**config.mk**
```make
export PLATFORM = sky130hd
export DESIGN_NAME = mrp_regs
export DESIGN_NICKNAME = d
export VERILOG_FILES = /design/src/common/mrp_pkg.sv /design/src/mrp_pwm_gen.sv /design/src/mrp_regs.sv
export SDC_FILE = /design/constraint.sdc
export NUM_CORES = 1
export LEC_CHECK = 0
export ABC_AREA = 1
export BUFFER_PORTS_ARGS = -buffer_cell sky130_fd_sc_hd__buf_2
export CAP_MARGIN = 20
export CORE_ASPECT_RATIO = 0.8
export CORE_MARGIN = 5
export CORE_UTILIZATION = 64
export CTS_BUF_LIST = sky130_fd_sc_hd__clkbuf_8
export CTS_CLUSTER_SIZE = 10
export DETAILED_ROUTE_END_ITERATION = 6
export PLACE_DENSITY = 0.95
export SLEW_MARGIN = 20
export SYNTH_ARGS = -nofsm -noshare
export SYNTH_HDL_FRONTEND = slang
export SYNTH_SLANG_ARGS = --single-unit
```
**constraint.sdc**
```tcl
create_clock -name core_clk_i -period 6.45 [get_ports core_clk_i]
set_input_delay 0.3225 -clock core_clk_i [delete_from_list [all_inputs] [get_ports core_clk_i]]
set_output_delay 0.3225 -clock core_clk_i [all_outputs]
set_load 0.02 [all_outputs]
```
**src/common/mrp_pkg.sv**
```systemverilog
// shared constants for the monitor result and pwm register bank
package mrp_pkg;
	// ==========================================================
	// register addresses (address bits 7 to 5 are ignored)
	localparam int ADDR_W = 5;
	localparam logic [ADDR_W-1:0] ADDR_CTL = 5'h08;
	localparam logic [ADDR_W-1:0] ADDR_THR = 5'h09;
	localparam logic [ADDR_W-1:0] ADDR_VI_HI = 5'h0A;
	localparam logic [ADDR_W-1:0] ADDR_VI_LO = 5'h0B;
	localparam logic [ADDR_W-1:0] ADDR_DI_HI = 5'h0C;
	localparam logic [ADDR_W-1:0] ADDR_DI_LO = 5'h0D;
	localparam logic [ADDR_W-1:0] ADDR_T_HI = 5'h1A;
	localparam logic [ADDR_W-1:0] ADDR_T_LO = 5'h1B;
	// ==========================================================
	// control register fields
	localparam int CTL_THR_LSB = 7;
	localparam int CTL_PWM_INV = 6;
	localparam int CTL_PWM_EN = 5;
	localparam int CTL_REPEAT = 4;
	localparam int CTL_FILT = 3;
	localparam int CTL_KELVIN = 2;
	localparam logic [7:0] CTL_WR_MASK = 8'hFC;
	// ==========================================================
	// result high byte fields
	localparam int HI_FRESH = 7;
	localparam int HI_SIGN = 6;
	// ==========================================================
	// reset values
	localparam logic [7:0] RST_BYTE = 8'h00;
	localparam logic [8:0] RST_THR9 = 9'h000;
	// ==========================================================
	// result formats and scaling
	localparam int VI_W = 14;
	localparam int T_W = 13;
	localparam int PWM_W = 9;
	localparam int T_FRAC_BITS = 4;
	localparam logic [T_W-1:0] KELVIN_OFFSET = 13'h1112;
	localparam int FILT_SHIFT = 2;
	localparam real SE_LSB_UV = 305.18;
	localparam real DIFF_LSB_UV = 19.075;
	localparam real SUPPLY_OFFSET_V = 2.5;
	localparam real TEMP_LSB_DEG = 0.0625;
endpackage

```
**src/mrp_pwm_gen.sv**
```systemverilog
// pulse-width generator driving the temperature output pin
`timescale 1ns/1ps
`default_nettype none
module mrp_pwm_gen #(
	parameter int W = 9
) (
	// clock and reset
	input wire logic core_clk_i,
	input wire logic srst_i,
	// control
	input wire logic enable_i,
	input wire logic invert_i,
	input wire logic [W-1:0] duty_i,
	// pin
	output logic pwm_o
);
	// ==========================================================
	// period counter
	logic [W-1:0] cnt;
	always_ff @(posedge core_clk_i) begin
		if (srst_i) begin
			cnt <= '0;
		end else begin
			cnt <= cnt + 1'b1;
		end
	end
	// ==========================================================
	// output, idle level follows polarity
	always_ff @(posedge core_clk_i) begin
		if (srst_i) begin
			pwm_o <= 1'b0;
		end else if (enable_i) begin
			pwm_o <= (cnt < duty_i) ^ invert_i;
		end else begin
			pwm_o <= invert_i;
		end
	end
endmodule // mrp_pwm_gen
`default_nettype wire

```
**src/mrp_regs.sv**
```systemverilog
// result registers, control register and pwm output of the monitor
//
// Functional notes
// - Control bit 5 enables the pwm output; clear by default.
// - Control bit 6 inverts pwm polarity; clear means not inverted.
// - Disabled pwm pin sits at 0, or at 1 when inverted.
// - Non-inverted duty cycle rises as measured temperature rises.
// - Control bit 4 selects repeated acquisition, else single shot.
// - Control bit 3 filters the internal die temperature result.
// - Control bit 2 reports die temperature in Kelvin, else Celsius.
// - Nine-bit threshold: bits 8..1 from threshold register, bit 0 control bit 7.
// - Fresh flag in high byte bit 7 sets on new result, clears on read.
// - Voltage/current high byte: sign bit 6, result bits 13..8 below.
// - Temperature high byte: bits 6,5 unused, result bits 12..8 below.
// - Diode high byte: fresh bit 7, bits 6,5 unused, bits 12..8 below.
// - Single-ended voltage scale is 305.18 microvolts per step.
// - Differential voltage scale is 19.075 microvolts per step.
// - Supply reading is result plus 2.5 volts, single-ended scale.
// - Control register resets to 00h: pwm off, single shot, Celsius.
// - Reset clears every register to 00h.
// - Temperature scale is 0.0625 degrees per step.
`timescale 1ns/1ps
`default_nettype none
module mrp_regs (
	// clock and reset
	input wire logic core_clk_i,
	input wire logic srst_i,
	// register access port
	input wire logic [7:0] addr_i,
	input wire logic wr_i,
	input wire logic [7:0] wdata_i,
	input wire logic rd_i,
	output logic [7:0] rdata_o,
	// voltage/current result from converter
	input wire logic vi_wr_i,
	input wire logic vi_sign_i,
	input wire logic [mrp_pkg::VI_W-1:0] vi_data_i,
	// die temperature result from converter, Celsius
	input wire logic temp_wr_i,
	input wire logic [mrp_pkg::T_W-1:0] temp_data_i,
	// diode voltage result from converter
	input wire logic diode_wr_i,
	input wire logic [mrp_pkg::T_W-1:0] diode_data_i,
	// acquisition and pwm
	output logic acq_repeat_o,
	output logic pwm_o
);
	import mrp_pkg::*;

	// ==========================================================
	// address decode shared by write and read paths
	function automatic logic hit(input logic [7:0] a, input logic [ADDR_W-1:0] reg_addr);
		hit = (a[ADDR_W-1:0] == reg_addr);
	endfunction

	logic [7:0] ctl_q;
	logic [7:0] thr_q;
	logic [7:0] vi_hi;
	logic [7:0] vi_lo;
	logic [7:0] t_hi;
	logic [7:0] t_lo;
	logic [7:0] di_hi;
	logic [7:0] di_lo;
	logic [T_W-1:0] filt_q;
	logic [T_W-1:0] next_temp;
	logic [T_W-1:0] temp_sel;
	logic [T_W-1:0] filt_step;
	logic [PWM_W-1:0] threshold;
	logic [PWM_W-1:0] temp_deg;
	logic [PWM_W-1:0] duty;
	logic rd_vi_hi;
	logic rd_t_hi;
	logic rd_di_hi;

	// ==========================================================
	// control and threshold registers
	always_ff @(posedge core_clk_i) begin
		if (srst_i) begin
			ctl_q <= RST_BYTE;
		end else if (wr_i && hit(addr_i, ADDR_CTL)) begin
			ctl_q <= wdata_i & CTL_WR_MASK;
		end
	end

	always_ff @(posedge core_clk_i) begin
		if (srst_i) begin
			thr_q <= RST_BYTE;
		end else if (wr_i && hit(addr_i, ADDR_THR)) begin
			thr_q <= wdata_i;
		end
	end

	assign threshold = {thr_q, ctl_q[CTL_THR_LSB]};

	always_ff @(posedge core_clk_i) begin
		if (srst_i) begin
			acq_repeat_o <= 1'b0;
		end else begin
			acq_repeat_o <= ctl_q[CTL_REPEAT];
		end
	end

	// ==========================================================
	// die temperature conditioning
	// first-order filter; a shift keeps it multiplier free at the cost of a fixed corner
	assign temp_sel = ctl_q[CTL_KELVIN] ? T_W'(temp_data_i + KELVIN_OFFSET) : temp_data_i;
	assign filt_step = T_W'($signed(temp_sel - filt_q) >>> FILT_SHIFT);
	assign next_temp = ctl_q[CTL_FILT] ? T_W'(filt_q + filt_step) : temp_sel;

	always_ff @(posedge core_clk_i) begin
		if (srst_i) begin
			filt_q <= '0;
		end else if (temp_wr_i) begin
			filt_q <= next_temp;
		end
	end

	// ==========================================================
	// read strobes that clear the fresh flags
	assign rd_vi_hi = rd_i && hit(addr_i, ADDR_VI_HI);
	assign rd_t_hi = rd_i && hit(addr_i, ADDR_T_HI);
	assign rd_di_hi = rd_i && hit(addr_i, ADDR_DI_HI);

	// ==========================================================
	// voltage/current result; a new result beats a clearing read
	always_ff @(posedge core_clk_i) begin
		if (srst_i) begin
			vi_hi <= RST_BYTE;
			vi_lo <= RST_BYTE;
		end else if (vi_wr_i) begin
			vi_hi <= {1'b1, vi_sign_i, vi_data_i[13:8]};
			vi_lo <= vi_data_i[7:0];
		end else if (rd_vi_hi) begin
			vi_hi[HI_FRESH] <= 1'b0;
		end
	end

	// ==========================================================
	// temperature result
	always_ff @(posedge core_clk_i) begin
		if (srst_i) begin
			t_hi <= RST_BYTE;
			t_lo <= RST_BYTE;
		end else if (temp_wr_i) begin
			t_hi <= {1'b1, 2'b00, next_temp[12:8]};
			t_lo <= next_temp[7:0];
		end else if (rd_t_hi) begin
			t_hi[HI_FRESH] <= 1'b0;
		end
	end

	// ==========================================================
	// diode voltage result
	always_ff @(posedge core_clk_i) begin
		if (srst_i) begin
			di_hi <= RST_BYTE;
			di_lo <= RST_BYTE;
		end else if (diode_wr_i) begin
			di_hi <= {1'b1, 2'b00, diode_data_i[12:8]};
			di_lo <= diode_data_i[7:0];
		end else if (rd_di_hi) begin
			di_hi[HI_FRESH] <= 1'b0;
		end
	end

	// ==========================================================
	// read data, one cycle after the strobe; unmapped reads give 00h
	always_ff @(posedge core_clk_i) begin
		if (srst_i) begin
			rdata_o <= RST_BYTE;
		end else if (rd_i) begin
			case (addr_i[ADDR_W-1:0])
				ADDR_CTL: rdata_o <= ctl_q;
				ADDR_THR: rdata_o <= thr_q;
				ADDR_VI_HI: rdata_o <= vi_hi;
				ADDR_VI_LO: rdata_o <= vi_lo;
				ADDR_T_HI: rdata_o <= t_hi;
				ADDR_T_LO: rdata_o <= t_lo;
				ADDR_DI_HI: rdata_o <= di_hi;
				ADDR_DI_LO: rdata_o <= di_lo;
				default: rdata_o <= RST_BYTE;
			endcase
		end
	end

	// ==========================================================
	// duty from whole degrees above threshold
	// negative Celsius counts as zero duty, the pin never wraps to full on when cold
	assign temp_deg = (!ctl_q[CTL_KELVIN] && t_hi[4]) ? '0 : {t_hi[4:0], t_lo[7:4]};
	assign duty = (temp_deg > threshold) ? PWM_W'(temp_deg - threshold) : '0;

	mrp_pwm_gen #(
		.W(PWM_W)
	) u_pwm (
		.core_clk_i(core_clk_i),
		.srst_i(srst_i),
		.enable_i(ctl_q[CTL_PWM_EN]),
		.invert_i(ctl_q[CTL_PWM_INV]),
		.duty_i(duty),
		.pwm_o(pwm_o)
	);

	// ==========================================================
	// scaling of the codes is fixed by the analogue side:
	// single-ended SE_LSB_UV differential DIFF_LSB_UV
	// supply code plus SUPPLY_OFFSET_V temperature TEMP_LSB_DEG

	// ==========================================================
	// checks
	a_pwm_idle_level: assert property (@(posedge core_clk_i) disable iff (srst_i)
		!ctl_q[CTL_PWM_EN] |=> pwm_o == $past(ctl_q[CTL_PWM_INV]))
		else $error("pwm idle level wrong");

	a_pwm_zero_duty: assert property (@(posedge core_clk_i) disable iff (srst_i)
		(ctl_q[CTL_PWM_EN] && duty == '0) |=> pwm_o == $past(ctl_q[CTL_PWM_INV]))
		else $error("pwm polarity wrong at zero duty");

	a_fresh_set: assert property (@(posedge core_clk_i) disable iff (srst_i)
		(vi_wr_i || temp_wr_i) |=> (!$past(vi_wr_i) || vi_hi[HI_FRESH])
			&& (!$past(temp_wr_i) || t_hi[HI_FRESH]))
		else $error("fresh flag not set by new result");

	a_fresh_clear: assert property (@(posedge core_clk_i) disable iff (srst_i)
		(rd_di_hi && !diode_wr_i) |=> !di_hi[HI_FRESH])
		else $error("fresh flag not cleared by read");

	a_vi_layout: assert property (@(posedge core_clk_i) disable iff (srst_i)
		vi_wr_i |=> vi_hi[6:0] == {$past(vi_sign_i), $past(vi_data_i[13:8])}
			&& vi_lo == $past(vi_data_i[7:0]))
		else $error("voltage result layout wrong");

	a_reserved_zero: assert property (@(posedge core_clk_i) disable iff (srst_i)
		ctl_q[1:0] == 2'b00 && t_hi[6:5] == 2'b00 && di_hi[6:5] == 2'b00)
		else $error("reserved bits not zero");

	a_thr_write: assert property (@(posedge core_clk_i) disable iff (srst_i)
		(wr_i && hit(addr_i, ADDR_THR)) |=> threshold[8:1] == $past(wdata_i))
		else $error("threshold write lost");

	a_repeat_follow: assert property (@(posedge core_clk_i) disable iff (srst_i)
		(wr_i && hit(addr_i, ADDR_CTL)) |=> ##1 acq_repeat_o == $past(wdata_i[CTL_REPEAT], 2))
		else $error("repeat mode output wrong");

	a_kelvin_shift: assert property (@(posedge core_clk_i) disable iff (srst_i)
		(temp_wr_i && ctl_q[CTL_KELVIN] && !ctl_q[CTL_FILT])
			|=> {t_hi[4:0], t_lo} == T_W'($past(temp_data_i) + KELVIN_OFFSET))
		else $error("Kelvin offset wrong");

	a_reset_clear: assert property (@(posedge core_clk_i) disable iff (srst_i)
		$fell(srst_i) |-> ctl_q == RST_BYTE && thr_q == RST_BYTE && vi_hi == RST_BYTE
			&& rdata_o == RST_BYTE)
		else $error("registers not cleared by reset");
endmodule // mrp_regs
`default_nettype wire

```
==> results summary, run 1 <==
The worst setup path category is reg2reg. The final antenna-violating net count is 0. The cell leakage power came out at 0.00264 uW. In this run, placement finished with an instance count of 889. The clock buffer count from CTS came out at 9. The number of buffers added on ports is 70. The root cell of the clock tree is sky130_fd_sc_hd__clkbuf_8. The count of max-cap constraint violations is 0. The most common cell in the synthesized netlist is sky130_fd_sc_hd__inv_1. The largest single stage delay on the critical path is 0.62 ns. The maximum frequency from static timing analysis is 245 MHz. The maximum buffer depth of the clock tree is 2. The global placer's final weighted congestion came out at 0.995. Global routing consumed, over all layers together, 30.1% of the routing resources. For the pin with the worst max-slew slack, the measured transition is roughly 0.71 ns. The DRC violations left came out at 0. Counting both buffers and inverters, the worst setup path holds a total of 3. The flop-to-flop setup slack came out at between 2 and 2.5 ns.

The endpoint kind of the worst setup timing path is a flip-flop. Grouping stages by cell kind, the critical path spends the most delay in compound AO/OA/AOI/OAI gates. The initial utilization of the core area, before any placement, comes to roughly 65%. The detailed router placed 5362 vias in this run. The tightest slew margin relative to the limit is 52.1%. The number of cell instances on the worst register-to-register path came out at 21. After technology mapping, the gate count stands at 730.

The number of antenna diodes in the final layout is 0. The startpoint identified for the worst hold timing path is vi_data_i[2]. Dividing total power by cell area gives a power density of 224 nW/um2.

OpenSTA, run right after detailed placement, puts the worst setup slack at roughly 2.4 ns. The maximum ir drop on the vdd rail came out at 0.000146 V. Traced cell by cell, the critical path runs through nand2_1 > nor3_1 > xor2_1 > ha_1 > nand2_1 > inv_1 > nand3_1 > inv_1 > a21oi_1 > inv_1 > a21oi_1 > xnor2_1 > ha_1 > nand2_1 > o21ai_0 > a21oi_1 > o21bai_1 > xor2_1 > a21oi_1 > a21oi_1 > nor2_1. The setup TNS is 0 ns. The final wirelength came out at 13900 um. TritonCTS built the clock tree.

The area taken by multi-input logic gates came out at 3020 um2. The clock sink count is 77. The terminus of the critical flop-to-flop path is filt_q[10]. Power comes to 1270 uW.

The fraction of final layout cells with drive strength greater than 1 is a little under an eighth. The total of cells resized after clock tree synthesis came out at 0. The horizontal die dimension is between 100 and 150 um.

Entering global routing, the biggest net connects 31 pins. The worst hold path depth is 3. The number of synthesis warnings came out at 0.

The post-layout net count is 901. The die is roughly 89 um tall. Sequential cells were found to cover between 30% and 40% of the synthesized design area. The layout has 624 filler cells.

By count the netlist is led by sky130_fd_sc_hd__inv_1, sky130_fd_sc_hd__nand2_1, sky130_fd_sc_hd__a21oi_1. The number of core rows came out at 29. The cell with the biggest individual delay on the critical path is sky130_fd_sc_hd__dfxtp_1. The core region is 7800 um2.

The biggest area contributor in the post-synthesis netlist is sky130_fd_sc_hd__dfxtp_1. The largest clock skew in the final design came out at 0.0174 ns. The first global-routing pass estimated ~23000 um of wire. The top flip-flop cell by instance count after synthesis is sky130_fd_sc_hd__dfxtp_1. The routed wire length per instance is 15.4 um. Summing every instance area after synthesis gives 5050 um2. For this run, the number of standard cells in the final layout without fillers is ~900. The total grt overflow came out at 0. After layout, the worst setup slack is around 2.4 ns. The overall die area is around 9800 um2. In this run, distinct cell masters in the synthesized netlist total 36. The share of the clock period used by the worst path is 63.2%.

The synthesis-to-finish area growth came out at 12.4%. The routed design could run at a clock period as short as 4.08 ns. The top-area cell type share of the netlist area is 30.5%.

The maximum fanout along the worst path is 12. The sequential cells in the finished layout cover a total of 1540 um2. The count of pins over their slew limit is 0. Setup repair after global routing left no endpoint under its margin. The number of setup violations in the final report is 0. Yosys mapped a number of flops with a built-in enable equal to 0. The setup fix buffers added after clock tree synthesis came out at 0. The number of I/O pins is 74. For this design, the CTS-stage hold fixing added 0 buffers. STA classifies the critical path startpoint as a flip-flop.

The hold violation count in the final report came out at 0. The number of antenna violations at the first check in global routing came out at 0. The endpoint with the worst hold slack is vi_lo[2]. For the worst setup path, the data required time is 6.68 ns.

The HPWL after detailed placement came out at about 11000 um. By area the synthesized netlist is led by sky130_fd_sc_hd__dfxtp_1, sky130_fd_sc_hd__ha_1, sky130_fd_sc_hd__a21oi_1. The number of flip-flops and latches in the synthesized netlist came out at 77. Each instance of the synthesized netlist takes up on average 6.92 um2. The post-synthesis async set-or-reset flop share came out at 0%. The clock latency of the later-clocked register in the worst-skew pair is around 0.37 ns. In the routed layout, each cell is associated on average with a via count of 5.92. The H-tree generated during clock tree synthesis spans 3 levels.

The violation count after the first detailed-routing iteration came out at 488. The via count of the first global-routing pass came to approximately 5000. The synthesized net count came out at 839. The most common cell type on the critical path is sky130_fd_sc_hd__a21oi_1. The path class of the tightest hold or removal check is in2reg.

The iteration count of the initial detailed-routing pass came out at 5. The worst endpoint data arrival time came out at 4.31 ns. Clock-pin slew was measured on the worst setup and hold paths at 0.10 ns. The worst register-to-register path begins at ctl_q[2]. The flow ran to the end, and the final reports show no timing, DRC or antenna violations.
[stage by stage]
stage / hold slack [ns] / util, % / area (um2)
6_report: 0.169 / 72.8 / 5680
5_1_grt: 0.175 / 72.8 / 5680
4_1_cts: 0.169 / 72.8 / 5680
3_5_place_dp: 0.453 / 70.1 / 5470
3_3_place_gp: 0.444 / 70.1 / 5470
2_1_floorplan: 0.392 / - / 5050
[logic make-up (layout without fill, tap and decap cells)]
group / count (synthesis) / count (layout) / synth area share [%]
AOI/OAI and AO/OA: 235 / 235 / 26.1
and+or+nand+nor: 216 / 216 / 17.5
buffers and inverters: 130 / 197 / 9.78
DFF: 77 / 77 / 30.5
adders and majority gates: 45 / 45 / 11.4
xor gates and xnor gates: 27 / 27 / 4.68
[final cells by class]
class / instances / share of cell area, %
Timing Repair Buffer: 71 / 6.30
Sequential cell: 77 / 27.1
Multi-Input combinational cell: 523 / 53.1
Inverter: 110 / 7.27
Clock buffer: 10 / 2.42
Clock inverter: 6 / 1.34
Tap cell: 108 / 2.38
[power by group]
group	switching [uW]	total, uW	internal, uW	leakage, uW
Clock	206	402	196	0.000109
Combinational	223	356	133	0.00190
Sequential	14.4	512	498	0.000633
Total	444	1270	827	0.00264
[routing by layer]
metal | wire length, um | part of all wire (%) | GRT usage (%) | vias to the layer above
met4 | 372 | 2.7 | 11.6 | 0
met1 | 5820 | 42 | 38.0 | 2443
met2 | 6450 | 46 | 50.1 | 253
met3 | 1270 | 9.1 | 7.22 | 49
met5 | 0 | 0 | 0 | -
li1 | - | - | - | 2617
[sequential cells by signal, summed over array words and instances, names as in the netlist]
name / flops
di_hi: 6
filt_q: 13
vi_hi: 8
u_pwm.pwm_o: 1
acq_repeat_o: 1
u_pwm.cnt: 9
di_lo: 8
ctl_q: 6
t_hi: 1
thr_q: 8
rdata_o: 8
vi_lo: 8
[cell usage in the layout, fill, tap and decap left out, types with 4 or more instances in the layout]
cell type                  instances
sky130_fd_sc_hd__o41ai_1           5
sky130_fd_sc_hd__inv_1           105
sky130_fd_sc_hd__a221oi_1          4
sky130_fd_sc_hd__nand3_1          32
sky130_fd_sc_hd__nor3_1           10
sky130_fd_sc_hd__a21oi_1          91
sky130_fd_sc_hd__xnor2_1           9
sky130_fd_sc_hd__a22o_1            4
sky130_fd_sc_hd__nand4_1           4
sky130_fd_sc_hd__clkinv_1          4
sky130_fd_sc_hd__ha_1             43
sky130_fd_sc_hd__o21ai_0          84
sky130_fd_sc_hd__o21bai_1          5
sky130_fd_sc_hd__o22ai_1          18
sky130_fd_sc_hd__nand2_1         100
sky130_fd_sc_hd__nor2_1           66
sky130_fd_sc_hd__a31oi_1           7
sky130_fd_sc_hd__xor2_1           18
sky130_fd_sc_hd__dfxtp_1          77
sky130_fd_sc_hd__buf_2            70
sky130_fd_sc_hd__clkbuf_8         10
sky130_fd_sc_hd__o211ai_1          5
[worst reg2reg max path, cell delays in order (launching register included)]
cell	delay (ns)
sky130_fd_sc_hd__dfxtp_1	0.62
sky130_fd_sc_hd__nand2_1	0.17
sky130_fd_sc_hd__nor3_1	0.24
sky130_fd_sc_hd__xor2_1	0.26
sky130_fd_sc_hd__ha_1	0.31
sky130_fd_sc_hd__nand2_1	0.09
sky130_fd_sc_hd__inv_1	0.04
sky130_fd_sc_hd__nand3_1	0.08
sky130_fd_sc_hd__inv_1	0.05
sky130_fd_sc_hd__a21oi_1	0.26
sky130_fd_sc_hd__inv_1	0.09
sky130_fd_sc_hd__a21oi_1	0.21
sky130_fd_sc_hd__xnor2_1	0.09
sky130_fd_sc_hd__ha_1	0.35
sky130_fd_sc_hd__nand2_1	0.08
sky130_fd_sc_hd__o21ai_0	0.30
sky130_fd_sc_hd__a21oi_1	0.12
sky130_fd_sc_hd__o21bai_1	0.17
sky130_fd_sc_hd__xor2_1	0.16
sky130_fd_sc_hd__a21oi_1	0.08
sky130_fd_sc_hd__a21oi_1	0.13
sky130_fd_sc_hd__nor2_1	0.05
[worst max path at each step]
stage | startpoint | to | slack (ns) | cells past startpoint
after floorplan | temp_data_i[1] | filt_q[10] | 3.11 | 23
after global placement | filt_q[12] | u_pwm.pwm_o | 2.58 | 19
after detailed placement | temp_data_i[1] | filt_q[10] | 2.42 | 23
after CTS | ctl_q[2] | filt_q[10] | 2.49 | 21
after global routing | filt_q[12] | u_pwm.pwm_o | 1.94 | 19
final | ctl_q[2] | filt_q[10] | 2.37 | 21
(Power assumes the default switching activity.)
==> run 2: changes to the inputs <==
- CORE_UTILIZATION: 64 -> 60
- PLACE_DENSITY: 0.95 -> 0.9
- clock period: 6.45 -> 4 ns (I/O delays scaled with it)
==> results summary, run 2 (synthesis results as in run 1) <==
After detailed routing, the total wire length is 14100 um. The post-detailed-route via-to-cell ratio is 5.83. In this run the standard cell core region covers ~8300 um2. The clock buffer count from CTS is 9. The tool flagged a number of max-cap violations equal to 0.

The number of I/O pins came out at 74. The total track usage is 26.8%. The share of total power consumed by net switching came out at 35.0%. In this run the top signal layer used is met4. By startpoint and endpoint, the worst setup path is classified as reg2reg. The power density of the placed cells came out at 361 nW/um2. Routability-driven placement finished with a final weighted congestion of 0.966.

On the final layout, the worst hold slack is 0.0542 ns. The number of core rows is 30. The post-placement cell area is between 5000 and 6000 um2.

Detailed routing placed a total of 1380 um of wire on met3. The total grt overflow is 0. The number of filler cells placed in the layout came out at 693.

The tightest slew margin relative to the limit came out at a little under three fifths. In the layout the commonest cells are sky130_fd_sc_hd__inv_1, sky130_fd_sc_hd__nand2_1, sky130_fd_sc_hd__a21oi_1, sky130_fd_sc_hd__o21ai_0, sky130_fd_sc_hd__dfxtp_1. The via count of the first global-routing pass is around 5000. The final antenna-violating net count came out at 0. The met2 routed wirelength came out at 6540 um. The maximum fanout along the worst path came out at 6. The fraction of final layout cells with drive strength greater than 1 is 12.6%. The HPWL after detailed placement came out at 10700 um.

The required arrival time at the worst endpoint came out at 4.25 ns. The maximum ir drop on the vdd rail came out at about 0.00026 V. The flow ran to the end, and the final reports show no timing, DRC or antenna violations. Across the routed clock network, the largest skew measured is 0.0121 ns. The worst hold path belongs to the class in2reg. The register with the most flip-flops in the layout has 13 of them. The largest register by flop count is filt_q.

STA classifies the critical path startpoint as a flip-flop. The clock sink count came out at 77. Internal power comes to between 1000 and 1500 uW. The hold violation count in the final report is 0. The repair_antennas step left the layout with diodes totalling 0. The routed metal-1 wire length is 5900 um. The synthesis-to-finish area growth is 13.1%.

The largest net degree at the start of global routing is 29. The number of setup violations in the final report is 0. The share of the clock period used by the worst path is 93.3%. Per report_power, the sequential group accounts for 40.0% of the total. The largest registers in the layout are filt_q x13, u_pwm.cnt x9.

The hold buffer count at CTS is 0. The worst endpoint data arrival time is 3.98 ns. Summed over all cells, the static leakage comes to approximately 0.0027 uW.

The minimum period implied by the final worst setup slack is 3.73 ns. The area of all placed cells without fillers is 5720 um2. The maximum frequency from static timing analysis came out at approximately 270 MHz. The fraction of power consumed by combinational cells is 28.5%.

The initial utilization of the core area, before any placement, comes to 60.7%. The count of pins over their slew limit is 0. The maximum buffer depth of the clock tree is 2. The violation count after the first detailed-routing iteration came out at 531.

The die height is 92.1 um. The setup fix buffers added after clock tree synthesis came out at 0. The wire length of the first global-routing pass came out at around 23000 um.

The switching power total is about 720 uW. The measured slew at the worst slew-check pin is 0.645 ns. The horizontal die dimension came out at 113 um. Input and output buffers added on the ports amount to 70. The via count is roughly 5300.

The share of total power in the clock network came out at 31.6%. STA classifies the critical path endpoint as a flip-flop. Clock-pin slew was measured on the worst setup and hold paths at 0.09 ns. The root cell of the clock tree is sky130_fd_sc_hd__clkbuf_8. The count of H-tree levels built during CTS is 3. OpenSTA, run right after detailed placement, puts the worst setup slack at 0.119 ns. Clock latency on the worst-skew pair, taken at its later pin, is 0.37 ns. The routed wire length per instance is 15.5 um. The number of antenna violations at the first check in global routing came to 0. Measured on the finished design, the core utilization comes to roughly 70%.

For this run, the detailed router's first-pass iteration total came to 5. The library cell used most frequently in the layout, excluding fill and tap cells, is sky130_fd_sc_hd__inv_1. The TritonCTS clock tree is yes. The post-layout net count came out at 903. The overall die area came out at 10400 um2. The worst-case setup margin in the final layout is 0.267 ns. After detailed routing, the number of remaining DRC violations is 0.
-- run 2: cell count changes in the layout (fill, tap and decap cells not counted), sizes merged --
cell / previous run / this run
buf: 71 / 73
clkinv: 6 / 4
clkinvlp: 0 / 1
inv: 109 / 110
-- run 2: stage by stage --
stage / total power (uW) / std cells / TNS (ns)
final: 2060 / 911 / 0
after global routing: 2180 / 911 / -0.0199
after CTS: 2040 / 911 / 0
after detailed placement: 1410 / 895 / 0
after global placement: 1380 / 895 / 0
after floorplan: 1260 / 730 / 0
-- run 2: final timing paths --
| check | depth (start not counted) | from | slack [ns] | end |
|---|---|---|---|---|
| max reg2reg | 17 | filt_q[12] | 0.27 | u_pwm.pwm_o |
| min reg2reg | 2 | di_hi[3] | 0.47 | di_hi[3] |
| min | 3 | vi_data_i[3] | 0.05 | vi_lo[3] |
| max | 17 | filt_q[12] | 0.27 | u_pwm.pwm_o |
-- run 2: layer usage --
metal	vias to the layer above	GRT usage, %
li1	2610	-
met1	2396	33.4
met2	272	44.9
met3	33	7.19
met4	0	8.31
met5	-	3.08
-- run 2: power by group through the flow --
stage	sequential, uW	combinational (uW)	clock, uW
floorplan	837	420	0
global placement	841	535	0
detailed placement	843	565	0
CTS	825	569	647
global route	829	663	687
finish	825	587	651
-- run 2: what timing repair did --
item / in CTS / in global routing
endpoints found under the setup margin: 0 / 6
hold endpoints to repair: 0 / 0
resized for setup: 0 / 8
-- run 2: layout make-up --
class	instances	area (um2)	share of cell area, %
tap	112	140	2.45
clock inverter	6	77.6	1.36
inverter	110	413	7.22
multi-input combinational	523	3030	53.0
sequential	77	1550	27.0
clock buffer	10	138	2.41
timing repair buffer	73	373	6.52
-- run 2: worst max-delay path: stages, from the launching register on --
cell	delay, ns
sky130_fd_sc_hd__dfxtp_2	0.38
sky130_fd_sc_hd__inv_1	0.13
sky130_fd_sc_hd__o21ai_0	0.25
sky130_fd_sc_hd__ha_1	0.22
sky130_fd_sc_hd__inv_1	0.08
sky130_fd_sc_hd__fa_1	0.42
sky130_fd_sc_hd__inv_1	0.07
sky130_fd_sc_hd__o21ai_0	0.19
sky130_fd_sc_hd__a221oi_1	0.35
sky130_fd_sc_hd__xor2_1	0.17
sky130_fd_sc_hd__nand2_1	0.07
sky130_fd_sc_hd__ha_1	0.31
sky130_fd_sc_hd__nand4_1	0.13
sky130_fd_sc_hd__o21ai_0	0.10
sky130_fd_sc_hd__a2111oi_1	0.37
sky130_fd_sc_hd__o21ai_1	0.14
sky130_fd_sc_hd__o21ai_0	0.17
sky130_fd_sc_hd__a21oi_1	0.06
==> run 3: changes to the inputs <==
- CORE_ASPECT_RATIO: 0.8 -> 1.75
==> results summary, run 3 (synthesis results as in run 1) <==
The clock latency of the later-clocked register in the worst-skew pair is 0.37 ns. The number of cell instances on the worst register-to-register path came out at 21. The flow ran to the end, and the final reports show no timing, DRC or antenna violations. The timing startpoint of the critical path is ctl_q[2]. The maximum frequency from static timing analysis is approximately 270 MHz.

Dividing the detail-routed via count by the number of cells gives 5.95. The flip-flop and latch area came out at 1550 um2. The clock arrives with 0.00880 ns of skew. The register with the most flip-flops in the final layout is filt_q. The maximum ir drop on the vdd rail is 0.000284 V.

The cell leakage power is ~0.0027 uW. The via count is about 5300. The required arrival time at the worst endpoint is 4.30 ns. Setup repair after global routing left no endpoint under its margin.

The count of max-cap constraint violations is 0. The violation count after the first detailed-routing iteration is 288. Fill cells in the final layout number 671. The share of total power in sequential cells is 40.6%.

The number of antenna violations at the first check in global routing is 0. The pre-antenna-repair detailed-routing pass consisted of 6 iterations. The total track usage came out at 28.0%. The worst setup path is launched from a flip-flop. The clock sink count is 77.

The number of setup violations in the final report is 0. The tightest min-delay check is of the in2reg type. The worst hold path depth is 3.

The clock buffer count from CTS came out at 9. The first global-routing pass estimated 23300 um of wire. The startpoint identified for the worst register-to-register timing path is ctl_q[2]. The repair_antennas step left the layout with diodes totalling 0.

The synthesis-to-finish area growth came out at 13.1%. Along the worst path, the maximum fanout reaches 12. The worst setup path is captured at a flip-flop. The via count of the first global-routing pass is 5328. The DRC violations left came out at 0.

The switching power total came out at 713 uW. The worst hold slack came out at 0.0508 ns. The most numerous cell type found on the critical path is sky130_fd_sc_hd__nand3_1.

The count of pins over their slew limit is 0. The floorplan step set the die height to 131 um. The number of buffers added on ports is 70. The flop-to-flop setup slack came out at approximately 0.34 ns. The number of I/O pins came out at 74.

The clock-pin slew on the worst setup and hold paths is 0.09 ns. The post-layout net count is 908. The measured slew at the worst slew-check pin came out at 0.659 ns.

The minimum period implied by the final worst setup slack came out at 3.66 ns. From left edge to right edge, the die measures 79.4 um. Cells with a size suffix above 1 make up 12.9% of the layout. The worst setup path is of the reg2reg kind. The maximum buffer depth of the clock tree came out at 2.

The final antenna-violating net count is 0. Summed over all nets, the half-perimeter wirelength after detailed placement is around 11000 um. The flip-flop count of the largest register, all copies and words added came out at 13. Net switching is a little over a third of the power.

The overall die area came out at ~10000 um2. The total grt overflow came out at 0. Row generation in the floorplan step produced 44 rows. The share of total power in the clock network came out at between 30% and 40%. For this run, the slowest stage of the critical path takes roughly 0.44 ns. In this run the standard cell core region covers 8260 um2.

The clock tree synthesis step divided the H-tree into 3 levels. The largest net degree at the start of global routing came out at 30. The global placer's final weighted congestion is ~1.

The setup TNS is 0 ns. In the final layout, the registers with the most flip-flops are filt_q x13, u_pwm.cnt x9. The internal power summed over all cells is 1320 uW. The setup fix buffers added after clock tree synthesis is 0. The terminus of the critical flop-to-flop path is filt_q[11]. Among all stages on the critical path, the largest delay is contributed by sky130_fd_sc_hd__dfxtp_4.

The tree is rooted in a sky130_fd_sc_hd__clkbuf_8. The fraction of power consumed by combinational cells is between 20% and 30%. Measured against its own limit, the worst slew margin works out to 56.0%. The routed wire length per instance is between 15 and 20 um. Once the floorplan was initialized, standard cells occupied 61.2% of the core. The hold violation count in the final report came out at 0. The worst endpoint data arrival time came out at a little under 4 ns.

Traced cell by cell, the critical path runs through inv_1 > nor2_1 > nand3_1 > xnor2_1 > ha_1 > nand2_1 > nor3_1 > nand2_1 > nand3_1 > inv_1 > nand3_1 > nand2_1 > ha_1 > inv_1 > nor3_2 > nand3_1 > nand4_1 > a21oi_1 > o21ai_0 > o211ai_1 > a21oi_1. The routed design has 14400 um of wire. The TritonCTS clock tree is yes. The most common cell after layout, fill and taps aside is sky130_fd_sc_hd__inv_1. Following the worst setup path forward leads to its endpoint at filt_q[11]. In this run the power density over the cells is 356 nW/um2. Leaving out fill and tap cells, the most frequent cells in the layout are sky130_fd_sc_hd__inv_1, sky130_fd_sc_hd__nand2_1, sky130_fd_sc_hd__a21oi_1, sky130_fd_sc_hd__o21ai_0, sky130_fd_sc_hd__dfxtp_1.

In the finished design, the share of the clock period the worst path needs comes to 91.5%. The area taken by multi-input logic gates is 3030 um2.
==> run 3: timing repair <==
item / CTS / global route
hold buffers: 0 / 0
setup endpoints to repair: 0 / 7
gates resized for setup: 0 / 4
==> run 3: metal layers <==
layer	global-route usage, %	share of wire [%]	vias to the layer above
li1	-	-	2618
met1	29.0	36	2432
met2	50.2	52	222
met3	4.66	5.4	63
met4	18.3	6.3	0
met5	0	0	-
==> run 3: power by group through the flow <==
stage / registers [uW] / clock network, uW / logic [uW]
finish: 826 / 619 / 590
floorplan: 837 / 0 / 420
global route: 828 / 653 / 667
CTS: 825 / 624 / 578
global placement: 841 / 0 / 554
detailed placement: 843 / 0 / 574
==> run 3: per-stage QoR <==
stage	worst slack (ns)	power (uW)	std cells	util [%]	instance area, um2
final	0.338	2040	896	69.2	5720
after CTS	0.0747	2030	896	69.1	5710
after floorplan	0.687	1260	730	-	5050
after global placement	0.232	1390	880	66.6	5500
after global routing	0.0141	2150	896	69.2	5720
after detailed placement	0.104	1420	880	66.6	5500
==> run 3: layout make-up <==
class                   instances  share of cell area, %
multi-input cells             523                   53.0
repair buffers                 78                   7.18
flip-flops and latches         77                   27.0
inverters                     110                   7.22
clock buffers                   9                   2.17
clock inverters                 7                   1.44
well taps                      92                   2.01
==> run 3: how the worst min path moves through the flow <==
stage / from / end / slack (ns)
after floorplan: srst_i / u_pwm.cnt[7] / 0.27
after CTS: vi_data_i[6] / vi_lo[6] / 0.05
final: vi_data_i[6] / vi_lo[6] / 0.05
after global placement: vi_data_i[3] / vi_lo[3] / 0.42
after detailed placement: vi_data_i[3] / vi_lo[3] / 0.43
after global routing: vi_data_i[3] / vi_lo[3] / 0.06
==> run 3: critical path: cells and delay by family, from the launching register on <==
| family | cells | cell delay, ns |
|---|---|---|
| compound gates | 4 | 0.46 |
| xor+xnor | 1 | 0.17 |
| fa+ha+maj | 2 | 0.70 |
| buf+inv | 3 | 0.29 |
| flops | 1 | 0.44 |
| simple gates | 11 | 1.53 |
